[src/ttcr_pkg.sv]
// Constants shared by the thermal timer, tachometer and pin configuration register block.
package ttcr_pkg;

    // ========================================================================
    // Register indices; the byte address on the bus is four times the index.
    localparam logic [6:0] IDX_IRQ_STATUS = 7'h42;
    localparam logic [6:0] IDX_CTRL       = 7'h70;
    localparam logic [6:0] IDX_IRQ_MASK   = 7'h71;
    localparam logic [6:0] IDX_TIMER      = 7'h72;
    localparam logic [6:0] IDX_LIMIT      = 7'h7A;
    localparam logic [6:0] IDX_TACH       = 7'h7B;
    localparam logic [6:0] IDX_CFG        = 7'h7C;

    // ========================================================================
    // Reset values.
    localparam logic [7:0] RST_LIMIT = 8'h00;
    localparam logic [7:0] RST_TACH  = 8'h55;
    localparam logic [7:0] RST_CFG   = 8'h00;
    localparam logic [7:0] RST_ZERO  = 8'h00;

    // ========================================================================
    // Field positions of the pin configuration register.
    localparam int CFG_SIGNED    = 0;
    localparam int CFG_RANGE     = 1;
    localparam int CFG_DIR       = 2;
    localparam int CFG_POL       = 3;
    localparam int CFG_REMOTE_EN = 5;
    localparam int CFG_LOCAL_EN  = 6;
    localparam logic [7:0] CFG_WRITE_MASK = 8'hEF;

    // Control register fields and multi-function pin codes.
    localparam int CTRL_LOCK     = 0;
    localparam int CTRL_FUNC_LSB = 1;
    localparam int CTRL_GP_IN    = 3;
    localparam logic [1:0] FUNC_ALARM = 2'h1;
    localparam logic [1:0] FUNC_GPIO  = 2'h3;

    // Interrupt status bits.
    localparam int IRQ_ASSERT = 0;
    localparam int IRQ_EXCEED = 5;
    localparam logic [7:0] IRQ_IMPL_MASK = 8'h21;

    // Alarm limit codes that switch the pin drive of a channel off, and duration count values.
    localparam logic [7:0] LIMIT_OFF_OFS64 = 8'h00;
    localparam logic [7:0] LIMIT_OFF_TWOS  = 8'h80;
    localparam logic [7:0] DUR_ZERO        = 8'h00;
    localparam logic [7:0] DUR_ONE         = 8'h01;
    localparam logic [7:0] DUR_MAX         = 8'hFF;

    // Tachometer field width.
    localparam int TACH_FW = 2;

    // ========================================================================
    // Timing: one duration step in nanoseconds at a 50 ns clock.
    localparam longint STEP_NS     = 64'd22760000;
    localparam longint CLK_NS      = 64'd50;
    localparam int     STEP_CYCLES = int'(STEP_NS / CLK_NS);

    // Duration timer states, Gray coded along idle, timing, saturated.
    typedef enum logic [1:0] {
        TTCR_IDLE   = 2'b00,
        TTCR_TIMING = 2'b01,
        TTCR_SATUR  = 2'b11
    } ttcr_state_e;

endpackage

[src/ttcr_top.sv]
// Thermal alarm timer, tachometer pulse count and pin configuration registers.
`timescale 1ns/1ns

// What this block does
// - Holds an 8-bit alarm duration limit counted in 22.76 ms steps.
// - Sets the duration exceeded flag, status bit 5, when the limit is passed.
// - A zero limit sets the exceeded flag right when the alarm asserts.
// - Two-bit codes 0..3 select one to four pulses; register resets to 0x55.
// - Fields for fans a to d sit at bits 1:0, 3:2, 5:4, 7:6.
// - Bit 0 selects twos complement (1) or offset-64 (0) temperature format.
// - Bit 1 selects 64 degrees at half steps or 128 degrees at whole steps.
// - Bit 2 makes the general pin an input (0) or output (1).
// - Bit 3 makes the general output active low (0) or high (1).
// - Bit 5 lets a remote channel over-limit drive the alarm pin.
// - Bit 6 lets a local channel over-limit drive the alarm pin.
// - A limit of -64 or -128 code, per format, disables that channel's drive.
// - Once the lock bit is set, the configuration register ignores writes.
// - Times alarm assertion in steps; assertion flag clears when read.
// - Direction and polarity act only when the pin function code is 11.
module ttcr_top #(
    parameter int N_FANS        = 4,
    parameter int STEP_CYCLES   = ttcr_pkg::STEP_CYCLES
) (
    input  wire logic                  i_clk,
    input  wire logic                  i_nrst,
    input  wire logic [8:0]            i_avs_address,
    input  wire logic                  i_avs_read,
    input  wire logic                  i_avs_write,
    input  wire logic [31:0]           i_avs_writedata,
    input  wire logic [3:0]            i_avs_byteenable,
    output logic      [31:0]           o_avs_readdata,
    output logic                       o_avs_waitrequest,
    input  wire logic                  i_multi_pin,
    output logic                       o_multi_pin,
    output logic                       o_multi_pin_oe,
    input  wire logic                  i_gp_out_value,
    input  wire logic                  i_remote_a_over_limit,
    input  wire logic [7:0]            i_remote_a_alarm_limit,
    input  wire logic                  i_local_over_limit,
    input  wire logic [7:0]            i_local_alarm_limit,
    output logic                       o_signed_format_select,
    output logic                       o_offset_range_select,
    output logic      [N_FANS*3-1:0]   o_tach_pulses,
    output logic                       o_irq
);

    localparam int TW = (STEP_CYCLES > 1) ? $clog2(STEP_CYCLES) : 1;
    localparam logic [TW-1:0] TICK_LAST = TW'(STEP_CYCLES - 1);
    localparam logic [TW-1:0] TICK_ZERO = '0;
    localparam logic [TW-1:0] TICK_ONE  = TW'(1);

    // ========================================================================
    // Register storage.
    logic [7:0]  limit_reg;
    logic [7:0]  tach_reg;
    logic [7:0]  cfg_reg;
    logic [7:0]  irq_stat_reg;
    logic [7:0]  irq_stat_next;
    logic [7:0]  irq_mask_reg;
    logic        lock_reg;
    logic [1:0]  func_reg;
    logic        ack_reg;
    logic [31:0] rdata_reg;

    // Timer state.
    ttcr_pkg::ttcr_state_e state_reg;
    logic [TW-1:0] tick_cnt_reg;
    logic [7:0]    dur_reg;
    logic          tick;
    logic          alarm_on;
    logic          start;
    logic          exceed_evt;

    // Bus decode.
    logic [6:0]  idx;
    logic        req;
    logic        done;
    logic        wr_done;
    logic        rd_done;
    logic [7:0]  rd_mux;

    // Pin drive.
    logic        remote_off;
    logic        local_off;
    logic        alarm_drive;
    logic        pin_next;
    logic        oe_next;
    logic [7:0]  ctrl_view;

    // ========================================================================
    // Avalon slave: every access waits exactly one cycle, which keeps the read
    // mux off the bus path at the price of one extra cycle per access.
    assign idx     = i_avs_address[8:2];
    assign req     = i_avs_read | i_avs_write;
    assign done    = req & ack_reg;
    assign wr_done = done & i_avs_write & i_avs_byteenable[0];
    assign rd_done = done & i_avs_read;
    assign o_avs_waitrequest = req & ~ack_reg;
    assign o_avs_readdata    = rdata_reg;

    // Acknowledge toggles up for one cycle after each accepted request.
    always_ff @(posedge i_clk) begin
        if (!i_nrst) begin
            ack_reg <= 1'b0;
        end else begin
            ack_reg <= req & ~ack_reg;
        end
    end

    // Control view: lock, pin function and the sampled general pin level.
    always_comb begin
        ctrl_view = ttcr_pkg::RST_ZERO;
        ctrl_view[ttcr_pkg::CTRL_LOCK] = lock_reg;
        ctrl_view[ttcr_pkg::CTRL_FUNC_LSB +: 2] = func_reg;
        ctrl_view[ttcr_pkg::CTRL_GP_IN] = i_multi_pin;
    end

    // Read mux; unmapped indices read as zero.
    always_comb begin
        case (idx)
            ttcr_pkg::IDX_LIMIT:      rd_mux = limit_reg;
            ttcr_pkg::IDX_TACH:       rd_mux = tach_reg;
            ttcr_pkg::IDX_CFG:        rd_mux = cfg_reg & ttcr_pkg::CFG_WRITE_MASK;
            ttcr_pkg::IDX_IRQ_STATUS: rd_mux = irq_stat_reg;
            ttcr_pkg::IDX_IRQ_MASK:   rd_mux = irq_mask_reg;
            ttcr_pkg::IDX_TIMER:      rd_mux = dur_reg;
            ttcr_pkg::IDX_CTRL:       rd_mux = ctrl_view;
            default:                  rd_mux = ttcr_pkg::RST_ZERO;
        endcase
    end

    // Read data is loaded while waitrequest is high, so it stands at the
    // edge where the master takes it.
    always_ff @(posedge i_clk) begin
        if (!i_nrst) begin
            rdata_reg <= 32'h00000000;
        end else if (i_avs_read && !ack_reg) begin
            rdata_reg <= {24'h000000, rd_mux};
        end
    end

    // ========================================================================
    // Writable registers.
    always_ff @(posedge i_clk) begin
        if (!i_nrst) begin
            limit_reg <= ttcr_pkg::RST_LIMIT;
        end else if (wr_done && idx == ttcr_pkg::IDX_LIMIT) begin
            limit_reg <= i_avs_writedata[7:0];
        end
    end

    // Pulse count fields reset to code 01 each.
    always_ff @(posedge i_clk) begin
        if (!i_nrst) begin
            tach_reg <= ttcr_pkg::RST_TACH;
        end else if (wr_done && idx == ttcr_pkg::IDX_TACH) begin
            tach_reg <= i_avs_writedata[7:0];
        end
    end

    // Configuration freezes once locked; bit 4 is never stored.
    always_ff @(posedge i_clk) begin
        if (!i_nrst) begin
            cfg_reg <= ttcr_pkg::RST_CFG;
        end else if (wr_done && idx == ttcr_pkg::IDX_CFG && !lock_reg) begin
            cfg_reg <= i_avs_writedata[7:0] & ttcr_pkg::CFG_WRITE_MASK;
        end
    end

    // Lock can only be set; only a reset clears it again.
    always_ff @(posedge i_clk) begin
        if (!i_nrst) begin
            lock_reg <= 1'b0;
            func_reg <= 2'b00;
        end else if (wr_done && idx == ttcr_pkg::IDX_CTRL) begin
            lock_reg <= lock_reg | i_avs_writedata[ttcr_pkg::CTRL_LOCK];
            func_reg <= i_avs_writedata[ttcr_pkg::CTRL_FUNC_LSB +: 2];
        end
    end

    // Interrupt mask, same layout as the status register.
    always_ff @(posedge i_clk) begin
        if (!i_nrst) begin
            irq_mask_reg <= ttcr_pkg::RST_ZERO;
        end else if (wr_done && idx == ttcr_pkg::IDX_IRQ_MASK) begin
            irq_mask_reg <= i_avs_writedata[7:0] & ttcr_pkg::IRQ_IMPL_MASK;
        end
    end

    // ========================================================================
    // Duration timer. The alarm is active low on the pin and counts only
    // while the pin serves the alarm function.
    assign alarm_on = (func_reg == ttcr_pkg::FUNC_ALARM) & ~i_multi_pin;
    assign start    = (state_reg == ttcr_pkg::TTCR_IDLE) & alarm_on;
    assign tick     = (tick_cnt_reg == TICK_LAST);

    // Step prescaler restarts with each assertion so the first step is full.
    always_ff @(posedge i_clk) begin
        if (!i_nrst) begin
            tick_cnt_reg <= TICK_ZERO;
        end else if (start || tick) begin
            tick_cnt_reg <= TICK_ZERO;
        end else if (state_reg == ttcr_pkg::TTCR_TIMING) begin
            tick_cnt_reg <= tick_cnt_reg + TICK_ONE;
        end
    end

    // Timer state machine; saturation stops the count at its top value.
    always_ff @(posedge i_clk) begin
        if (!i_nrst) begin
            state_reg <= ttcr_pkg::TTCR_IDLE;
        end else begin
            case (state_reg)
                ttcr_pkg::TTCR_IDLE: begin
                    if (alarm_on) begin
                        state_reg <= ttcr_pkg::TTCR_TIMING;
                    end
                end
                ttcr_pkg::TTCR_TIMING: begin
                    if (!alarm_on) begin
                        state_reg <= ttcr_pkg::TTCR_IDLE;
                    end else if (tick && dur_reg == (ttcr_pkg::DUR_MAX - ttcr_pkg::DUR_ONE)) begin
                        state_reg <= ttcr_pkg::TTCR_SATUR;
                    end
                end
                ttcr_pkg::TTCR_SATUR: begin
                    if (!alarm_on) begin
                        state_reg <= ttcr_pkg::TTCR_IDLE;
                    end
                end
                default: state_reg <= ttcr_pkg::TTCR_IDLE;
            endcase
        end
    end

    // Measured duration; it keeps the last value after release for software.
    always_ff @(posedge i_clk) begin
        if (!i_nrst) begin
            dur_reg <= ttcr_pkg::DUR_ZERO;
        end else if (start) begin
            dur_reg <= ttcr_pkg::DUR_ZERO;
        end else if (state_reg == ttcr_pkg::TTCR_TIMING && alarm_on && tick) begin
            dur_reg <= dur_reg + ttcr_pkg::DUR_ONE;
        end
    end

    // Exceeded once the count passes the limit, or at once for a zero limit.
    assign exceed_evt =
        (start && limit_reg == ttcr_pkg::DUR_ZERO) ||
        (state_reg == ttcr_pkg::TTCR_TIMING && alarm_on && tick &&
         limit_reg != ttcr_pkg::DUR_ZERO && dur_reg == limit_reg);

    // ========================================================================
    // Sticky status: a read clears it, but an event in the same cycle wins.
    always_comb begin
        irq_stat_next = irq_stat_reg;
        if (rd_done && idx == ttcr_pkg::IDX_IRQ_STATUS) begin
            irq_stat_next = ttcr_pkg::RST_ZERO;
        end
        if (start) begin
            irq_stat_next[ttcr_pkg::IRQ_ASSERT] = 1'b1;
        end
        if (exceed_evt) begin
            irq_stat_next[ttcr_pkg::IRQ_EXCEED] = 1'b1;
        end
    end

    // Status flops and the level interrupt.
    always_ff @(posedge i_clk) begin
        if (!i_nrst) begin
            irq_stat_reg <= ttcr_pkg::RST_ZERO;
            o_irq        <= 1'b0;
        end else begin
            irq_stat_reg <= irq_stat_next;
            o_irq        <= |(irq_stat_next & irq_mask_reg);
        end
    end

    // ========================================================================
    // Pin drive. A limit equal to the lowest code of the active format
    // switches that channel's drive off.
    assign remote_off = cfg_reg[ttcr_pkg::CFG_SIGNED] ?
        (i_remote_a_alarm_limit == ttcr_pkg::LIMIT_OFF_TWOS) :
        (i_remote_a_alarm_limit == ttcr_pkg::LIMIT_OFF_OFS64);
    assign local_off = cfg_reg[ttcr_pkg::CFG_SIGNED] ?
        (i_local_alarm_limit == ttcr_pkg::LIMIT_OFF_TWOS) :
        (i_local_alarm_limit == ttcr_pkg::LIMIT_OFF_OFS64);
    assign alarm_drive =
        (cfg_reg[ttcr_pkg::CFG_REMOTE_EN] & i_remote_a_over_limit & ~remote_off) |
        (cfg_reg[ttcr_pkg::CFG_LOCAL_EN] & i_local_over_limit & ~local_off);

    // The alarm pulls the pin low; the general output follows polarity.
    always_comb begin
        pin_next = 1'b1;
        oe_next  = 1'b0;
        case (func_reg)
            ttcr_pkg::FUNC_ALARM: begin
                pin_next = 1'b0;
                oe_next  = alarm_drive;
            end
            ttcr_pkg::FUNC_GPIO: begin
                pin_next = cfg_reg[ttcr_pkg::CFG_POL] ? i_gp_out_value : ~i_gp_out_value;
                oe_next  = cfg_reg[ttcr_pkg::CFG_DIR];
            end
            default: begin
                pin_next = 1'b1;
                oe_next  = 1'b0;
            end
        endcase
    end

    // Registered pin outputs and format selects.
    always_ff @(posedge i_clk) begin
        if (!i_nrst) begin
            o_multi_pin            <= 1'b1;
            o_multi_pin_oe         <= 1'b0;
            o_signed_format_select <= 1'b0;
            o_offset_range_select  <= 1'b0;
        end else begin
            o_multi_pin            <= pin_next;
            o_multi_pin_oe         <= oe_next;
            o_signed_format_select <= cfg_reg[ttcr_pkg::CFG_SIGNED];
            o_offset_range_select  <= cfg_reg[ttcr_pkg::CFG_RANGE];
        end
    end

    // ========================================================================
    // Pulse counts per fan, code plus one, each from its own field.
    genvar g;
    generate
        for (g = 0; g < N_FANS; g = g + 1) begin : g_fan
            always_ff @(posedge i_clk) begin
                if (!i_nrst) begin
                    o_tach_pulses[g*3 +: 3] <=
                        {1'b0, ttcr_pkg::RST_TACH[g*ttcr_pkg::TACH_FW +: ttcr_pkg::TACH_FW]} + 3'h1;
                end else begin
                    o_tach_pulses[g*3 +: 3] <=
                        {1'b0, tach_reg[g*ttcr_pkg::TACH_FW +: ttcr_pkg::TACH_FW]} + 3'h1;
                end
            end
        end
    endgenerate

endmodule

[config.mk]
export PLATFORM = sky130hd
export DESIGN_NAME = ttcr_top
export DESIGN_NICKNAME = d
export VERILOG_FILES = /design/src/ttcr_pkg.sv /design/src/ttcr_top.sv
export SDC_FILE = /design/constraint.sdc
export NUM_CORES = 1
export LEC_CHECK = 0
export BUFFER_PORTS_ARGS = -buffer_cell sky130_fd_sc_hd__buf_2
export CAP_MARGIN = 20
export CORE_AREA = 2 2 94 96
export DETAILED_ROUTE_END_ITERATION = 12
export DIE_AREA = 0 0 96 98
export GPL_ROUTABILITY_DRIVEN = 0
export PLACE_DENSITY = 0.84
export SETUP_SLACK_MARGIN = 0.3
export SLEW_MARGIN = 20
export SYNTH_ARGS = -nofsm -noshare
export SYNTH_HDL_FRONTEND = slang
export SYNTH_SLANG_ARGS = --single-unit
export TNS_END_PERCENT = 1
[constraint.sdc]
create_clock -name i_clk -period 2.31 [get_ports i_clk]
set_input_delay 0.462 -clock i_clk [delete_from_list [all_inputs] [get_ports i_clk]]
set_output_delay 0.462 -clock i_clk [all_outputs]
set_load 0.02 [all_outputs]
==> results of run 1 <==
==> where the power goes <==
part	internal (mW)	switching [mW]	total, mW	leakage [nW]
clock network	0.528	0.611	1.14	0.106
registers	1.47	0.00195	1.47	0.686
logic	0.0585	0.121	0.179	1.06
total	2.05	0.734	2.79	1.86
==> worst max path at each step <==
stage / depth (start not counted) / end / slack (ns)
finish: 6 / dur_reg[6] / 0.33
CTS: 5 / dur_reg[6] / 0.31
global placement: 6 / dur_reg[6] / 0.29
detailed placement: 6 / dur_reg[6] / 0.20
global route: 10 / state_reg[1] / 0.24
floorplan: 6 / dur_reg[4] / 0.40
==> timing repair <==
action,in CTS,in global routing
hold buffers,0,0
setup buffers,6,2
setup endpoints to repair,5,6
pin swaps,2,7
resized for setup,4,4
hold endpoints to repair,0,0
==> cell families after synthesis <==
kind of cell / count (synthesis)
XOR/XNOR: 29
other: 1
AND/OR/NAND/NOR: 204
adder cells (fa/ha/maj): 7
buffers and inverters: 52
AO/OA/AOI/OAI: 75
flip-flops: 85
multiplexers: 15
==> worst max-delay path: stages, from the launching register on <==
cell and delay, ns:
dfxtp_2 0.34, ha_2 0.17, and2_4 0.16, nand4_1 0.18
or4_4 0.60, or3_1 0.33, a21oi_1 0.13
==> layout make-up <==
type	instances	area [µm²]	share of cell area, %
timing repair buffer	88	498	10.3
inverter	10	37.5	0.779
clock buffer	9	124	2.57
clock inverter	7	88.8	1.84
multi-input combinational	354	2230	46.3
sequential	85	1710	35.4
tap	108	135	2.80
==> per-layer routing <==
layer | share of wire (%) | up-vias | routed length (µm) | global-route usage [%]
li1 | - | 1752 | - | -
met1 | 38 | 1696 | 3880 | 26.1
met2 | 51 | 161 | 5250 | 38.3
met3 | 7.4 | 38 | 762 | 6.87
met4 | 3.9 | 0 | 399 | 9.89
met5 | 0 | - | 0 | 0
==> stage by stage <==
stage                     setup WS, ns  power (mW)  cell area (µm²)  hold WS [ns]  util [%]
after global placement           0.288        1.67             4520         0.459      53.4
final                            0.333        2.79             4820         0.362      56.9
after CTS                        0.308        2.80             4790         0.349      56.6
after detailed placement         0.203        1.68             4520         0.451      53.4
after global routing             0.242        2.88             4820         0.351      56.9
after floorplan                  0.404        1.64             4200         0.398         -
==> synthesized netlist by cell type, drive strengths merged, types with 10 or more instances <==
master	n
nor2	30
clkbuf	14
nor2b	23
xor2	13
mux2i	15
nand2	54
a21boi	14
dfxtp	85
xnor2	16
inv	10
a21oi	13
and2	10
buf	28
o21ai	10
nand3	26
nor3	12
==> impl_metrics.yaml, run 1 <==
synthesis:
  avgSynthCellArea_um2: 8.78
  synth_edf_count: 0
  syn-cell-area_um2: 4110
  synth_xor_area_share_pct: 6.18
  synthSimpleGateAreaFrac_pct: 26.7
  synthDistinctLibCells: 55
  ys_seq_area_share_pct: 41.4
  syn_inst: 468
  synth_area_leaders: "dfxtp_1 (41%), nand2_1 (4.9%), buf_4 (4.4%), mux2i_1 (3.7%), nor2b_1 (3.5%)"
  netlist.area_leader.share_pct: 41.4
  synthMuxAreaShare_pct: 3.65
  synth_top_family_by_area: "simple AND/OR/NAND/NOR gates"
  ys_warn_count: 0
  ys.flop_type: "dfxtp_1"
  synth_fa_ha_area_share_pct: 2.13
  synth_seq_cells: 85
  yosysTopAreaCell: "dfxtp_1"
  synthArstFlopShare_pct: 0
  synth-compound-area-share_pct: 12.8
setup_path:
  worstPathArrival_ns: 2.27
  cp_max_fo: 5
  crit_type: "reg2reg"
  r2r_slack_ns: 0.33
  cp-startpoint: "tick_cnt_reg[0]"
  cp-end-kind: "flip-flop"
  critPathLaunchType: "flip-flop"
  reg2reg_from: "tick_cnt_reg[0]"
  r2r-end: "dur_reg[6]"
  crit_required_ns: 2.60
  reg2reg_depth: 6
global_routing:
  grt_pass1_wl_um: 16600
  gr-total-overflow: 0
  antenna_found_initial: 0
  grt_max_degree: 42
  track_usage_pct: 22.7
  first_global_vias: 3421
finish:
  fin_cells: 661
  n_antenna_cell: 0
  layout_commonest_cell: "dfxtp_1"
  fill_cells: 732
  drive_gt1_share_pct: 22.2
  largest_reg_flops: 19
  areaGrowthSynthToFinish_pct: 17.3
  layout_common_cells: "dfxtp_1 (82), buf_2 (65), nand2_1 (54)"
  nNetsFinal: 624
detailed_routing:
  wirelength_um: 10300
  wl_per_cell_um: 15.6
  vias: 3647
  drt_iter0_drc: 210
  vias_per_cell: 5.52
  drc: 0
  ant_nets: 0
  dr.pass1.iters: 5
cts:
  worst_skew_pair.late_latency_ns: 0.37
  cts-htree-levels: 3
  clock_tree.root_cell: "clkbuf_8"
  clock-sinks: 85
  numCtsBuffers: 9
  clk_path_buf_depth: 2
  cts_tree: "yes"
  clk_pin_slew_ns: 0.10
floorplan:
  ios: 119
  dieArea_um2: 9410
  die_y_um: 98
  start_util_pct: 48.6
  num_rows: 34
  die_w_um: 96
  core_um2: 8470
placement:
  dp.cells: 637
  io_buffers: 65
  hpwl_um: 7660
timing:
  max_freq_mhz: 506
  fin_skew_ns: 0.0140
  finalHoldViolations: 0
  setup_violations: 0
  timing.slew.headroom_pct: 63.6
  finalMaxSlewViolations: 0
  timing.final.crit_period_ns: 1.98
  post-route-period-util_pct: 85.6
  tightest_slew_ns: 0.538
  fin_tns_setup_ns: 0
  rsz0062_at_grt: "true"
min_path:
  min_path_type: "in2reg"
  min_from: "i_avs_writedata[3]"
  holdPathStages: 3
  hold-path-endpoint: "limit_reg[3]"
power_and_ir_drop:
  vdd.ir_drop.worst_mv: 0.382
  power_leakage_nw: 1.86
  power_density_nw_per_um2: 578
run_status:
  status: "finished clean"
flow_run:
  cap_viol_max_count: 0
Note: power is estimated with default switching activity, not from simulation.
==> run 2: changes to the inputs <==
--- a/config.mk
+++ b/config.mk
@@ -7,11 +7,12 @@
 export LEC_CHECK = 0
 export BUFFER_PORTS_ARGS = -buffer_cell sky130_fd_sc_hd__buf_2
 export CAP_MARGIN = 20
-export CORE_AREA = 2 2 94 96
+export CORE_AREA = 8 8 100 102
 export DETAILED_ROUTE_END_ITERATION = 12
-export DIE_AREA = 0 0 96 98
+export DIE_AREA = 0 0 108 110
 export GPL_ROUTABILITY_DRIVEN = 0
 export PLACE_DENSITY = 0.84
+export RECOVER_POWER = 100
 export SETUP_SLACK_MARGIN = 0.3
 export SLEW_MARGIN = 20
 export SYNTH_ARGS = -nofsm -noshare
==> impl_metrics.yaml, run 2 (same netlist as run 1, synthesis figures left out) <==
timing:
  post-route-period-util_pct: 88.9
  max_freq_mhz: 487
  setup_violations: 0
  hold_ws_ns: 0.377
  finalMaxSlewViolations: 0
  timing.final.crit_period_ns: 2.05
  tightest_slew_ns: 1.26
  finalHoldViolations: 0
  fin_tns_setup_ns: 0
  rsz0062_at_grt: "true"
  timing.slew.headroom_pct: 15.9
  fin_skew_ns: 0.0101
cts:
  clock-sinks: 85
  worst_skew_pair.late_latency_ns: 0.37
  cts_hold_buffers: 0
  clk_pin_slew_ns: 0.10
  cts_tree: "yes"
  clock_tree.root_cell: "clkbuf_8"
  clk_path_buf_depth: 2
  cts-htree-levels: 3
  numCtsBuffers: 9
global_routing:
  first_global_vias: 3822
  grt_max_degree: 41
  gr-total-overflow: 0
  grt_pass1_wl_um: 17500
  antenna_found_initial: 0
  track_usage_pct: 18.3
run_status:
  status: "finished clean"
detailed_routing:
  dr.pass1.iters: 5
  wirelength_um: 10500
  drt_iter0_drc: 204
  vias_per_cell: 5.54
  ant_nets: 0
  drc: 0
  vias: 3654
  wl_per_cell_um: 16.0
flow_run:
  cap_viol_max_count: 0
setup_path:
  r2r_slack_ns: 0.26
  critPathLaunchType: "flip-flop"
  reg2reg_from: "func_reg[0]"
  cp-startpoint: "func_reg[0]"
  crit_type: "reg2reg"
  cp-end-kind: "flip-flop"
  worstPathArrival_ns: 2.35
  cp_max_fo: 6
  crit_required_ns: 2.60
finish:
  largest_reg_flops: 19
  post-route-util_pct: 55.6
  layout_commonest_cell: "dfxtp_1"
  layout_common_cells: "dfxtp_1 (84), nand2_1 (54), buf_2 (37)"
  drive_gt1_share_pct: 15.2
  nNetsFinal: 622
  areaGrowthSynthToFinish_pct: 14.5
  n_antenna_cell: 0
floorplan:
  ios: 119
  start_util_pct: 48.6
  die_w_um: 108
  dieArea_um2: 11900
  core_um2: 8470
  die_y_um: 110
  num_rows: 34
min_path:
  min_from: "i_avs_writedata[4]"
  min_path_type: "in2reg"
power_and_ir_drop:
  power_leakage_nw: 1.73
  power_density_nw_per_um2: 570
  vdd.ir_drop.worst_mv: 0.375
placement:
  io_buffers: 65
  hpwl_um: 8120
[run 2: power breakdown]
part           internal [mW]  switching (mW)
Clock                  0.428           0.611
Combinational         0.0580           0.121
Sequential              1.47         0.00203
[run 2: metrics by stage]
step	setup WS [ns]	total power [mW]	cells	cell area, µm²
after floorplan	0.404	1.64	491	4200
after global placement	0.217	1.67	639	4530
after detailed placement	0.167	1.68	639	4530
after CTS	0.316	2.70	657	4750
after global routing	0.137	2.79	659	4710
final	0.256	2.69	659	4710
[run 2: path summary, 6_finish.rpt]
| check | to | cells past startpoint |
|---|---|---|
| max reg2reg | dur_reg[3] | 6 |
| max | dur_reg[3] | 6 |
| min reg2reg | o_multi_pin | 1 |
| min | tach_reg[4] | 3 |
[run 2: cell type report]
cell class                      instances  area, µm²
Clock buffer                            9        124
Clock inverter                          7       73.8
Fill cell                             779       3760
Inverter                               10       37.5
Multi-Input combinational cell        354       2200
Sequential cell                        85       1700
Tap cell                              108        135
Timing Repair Buffer                   86        430
[run 2: worst max-delay path, stage by stage, from the launching register on]
cell and delay (ns):
dfxtp_1 0.40, nor3b_1 0.33, buf_4 0.20, nand2_1 0.08, or3_1 0.39, or4_1 0.42
a21oi_1 0.17
[run 2: metal layers]
layer	share of wire [%]	global-route usage [%]	wire, µm
met1	39	19.5	4130
met2	50	32.1	5240
met3	7.2	5.29	760
met4	3.7	9.91	391
met5	0	0	0
[run 2: what timing repair did]
item,4_1_cts,5_1_grt
resized for setup,2,6
pin swaps,2,5
setup endpoints to repair,5,6
setup buffers,2,2
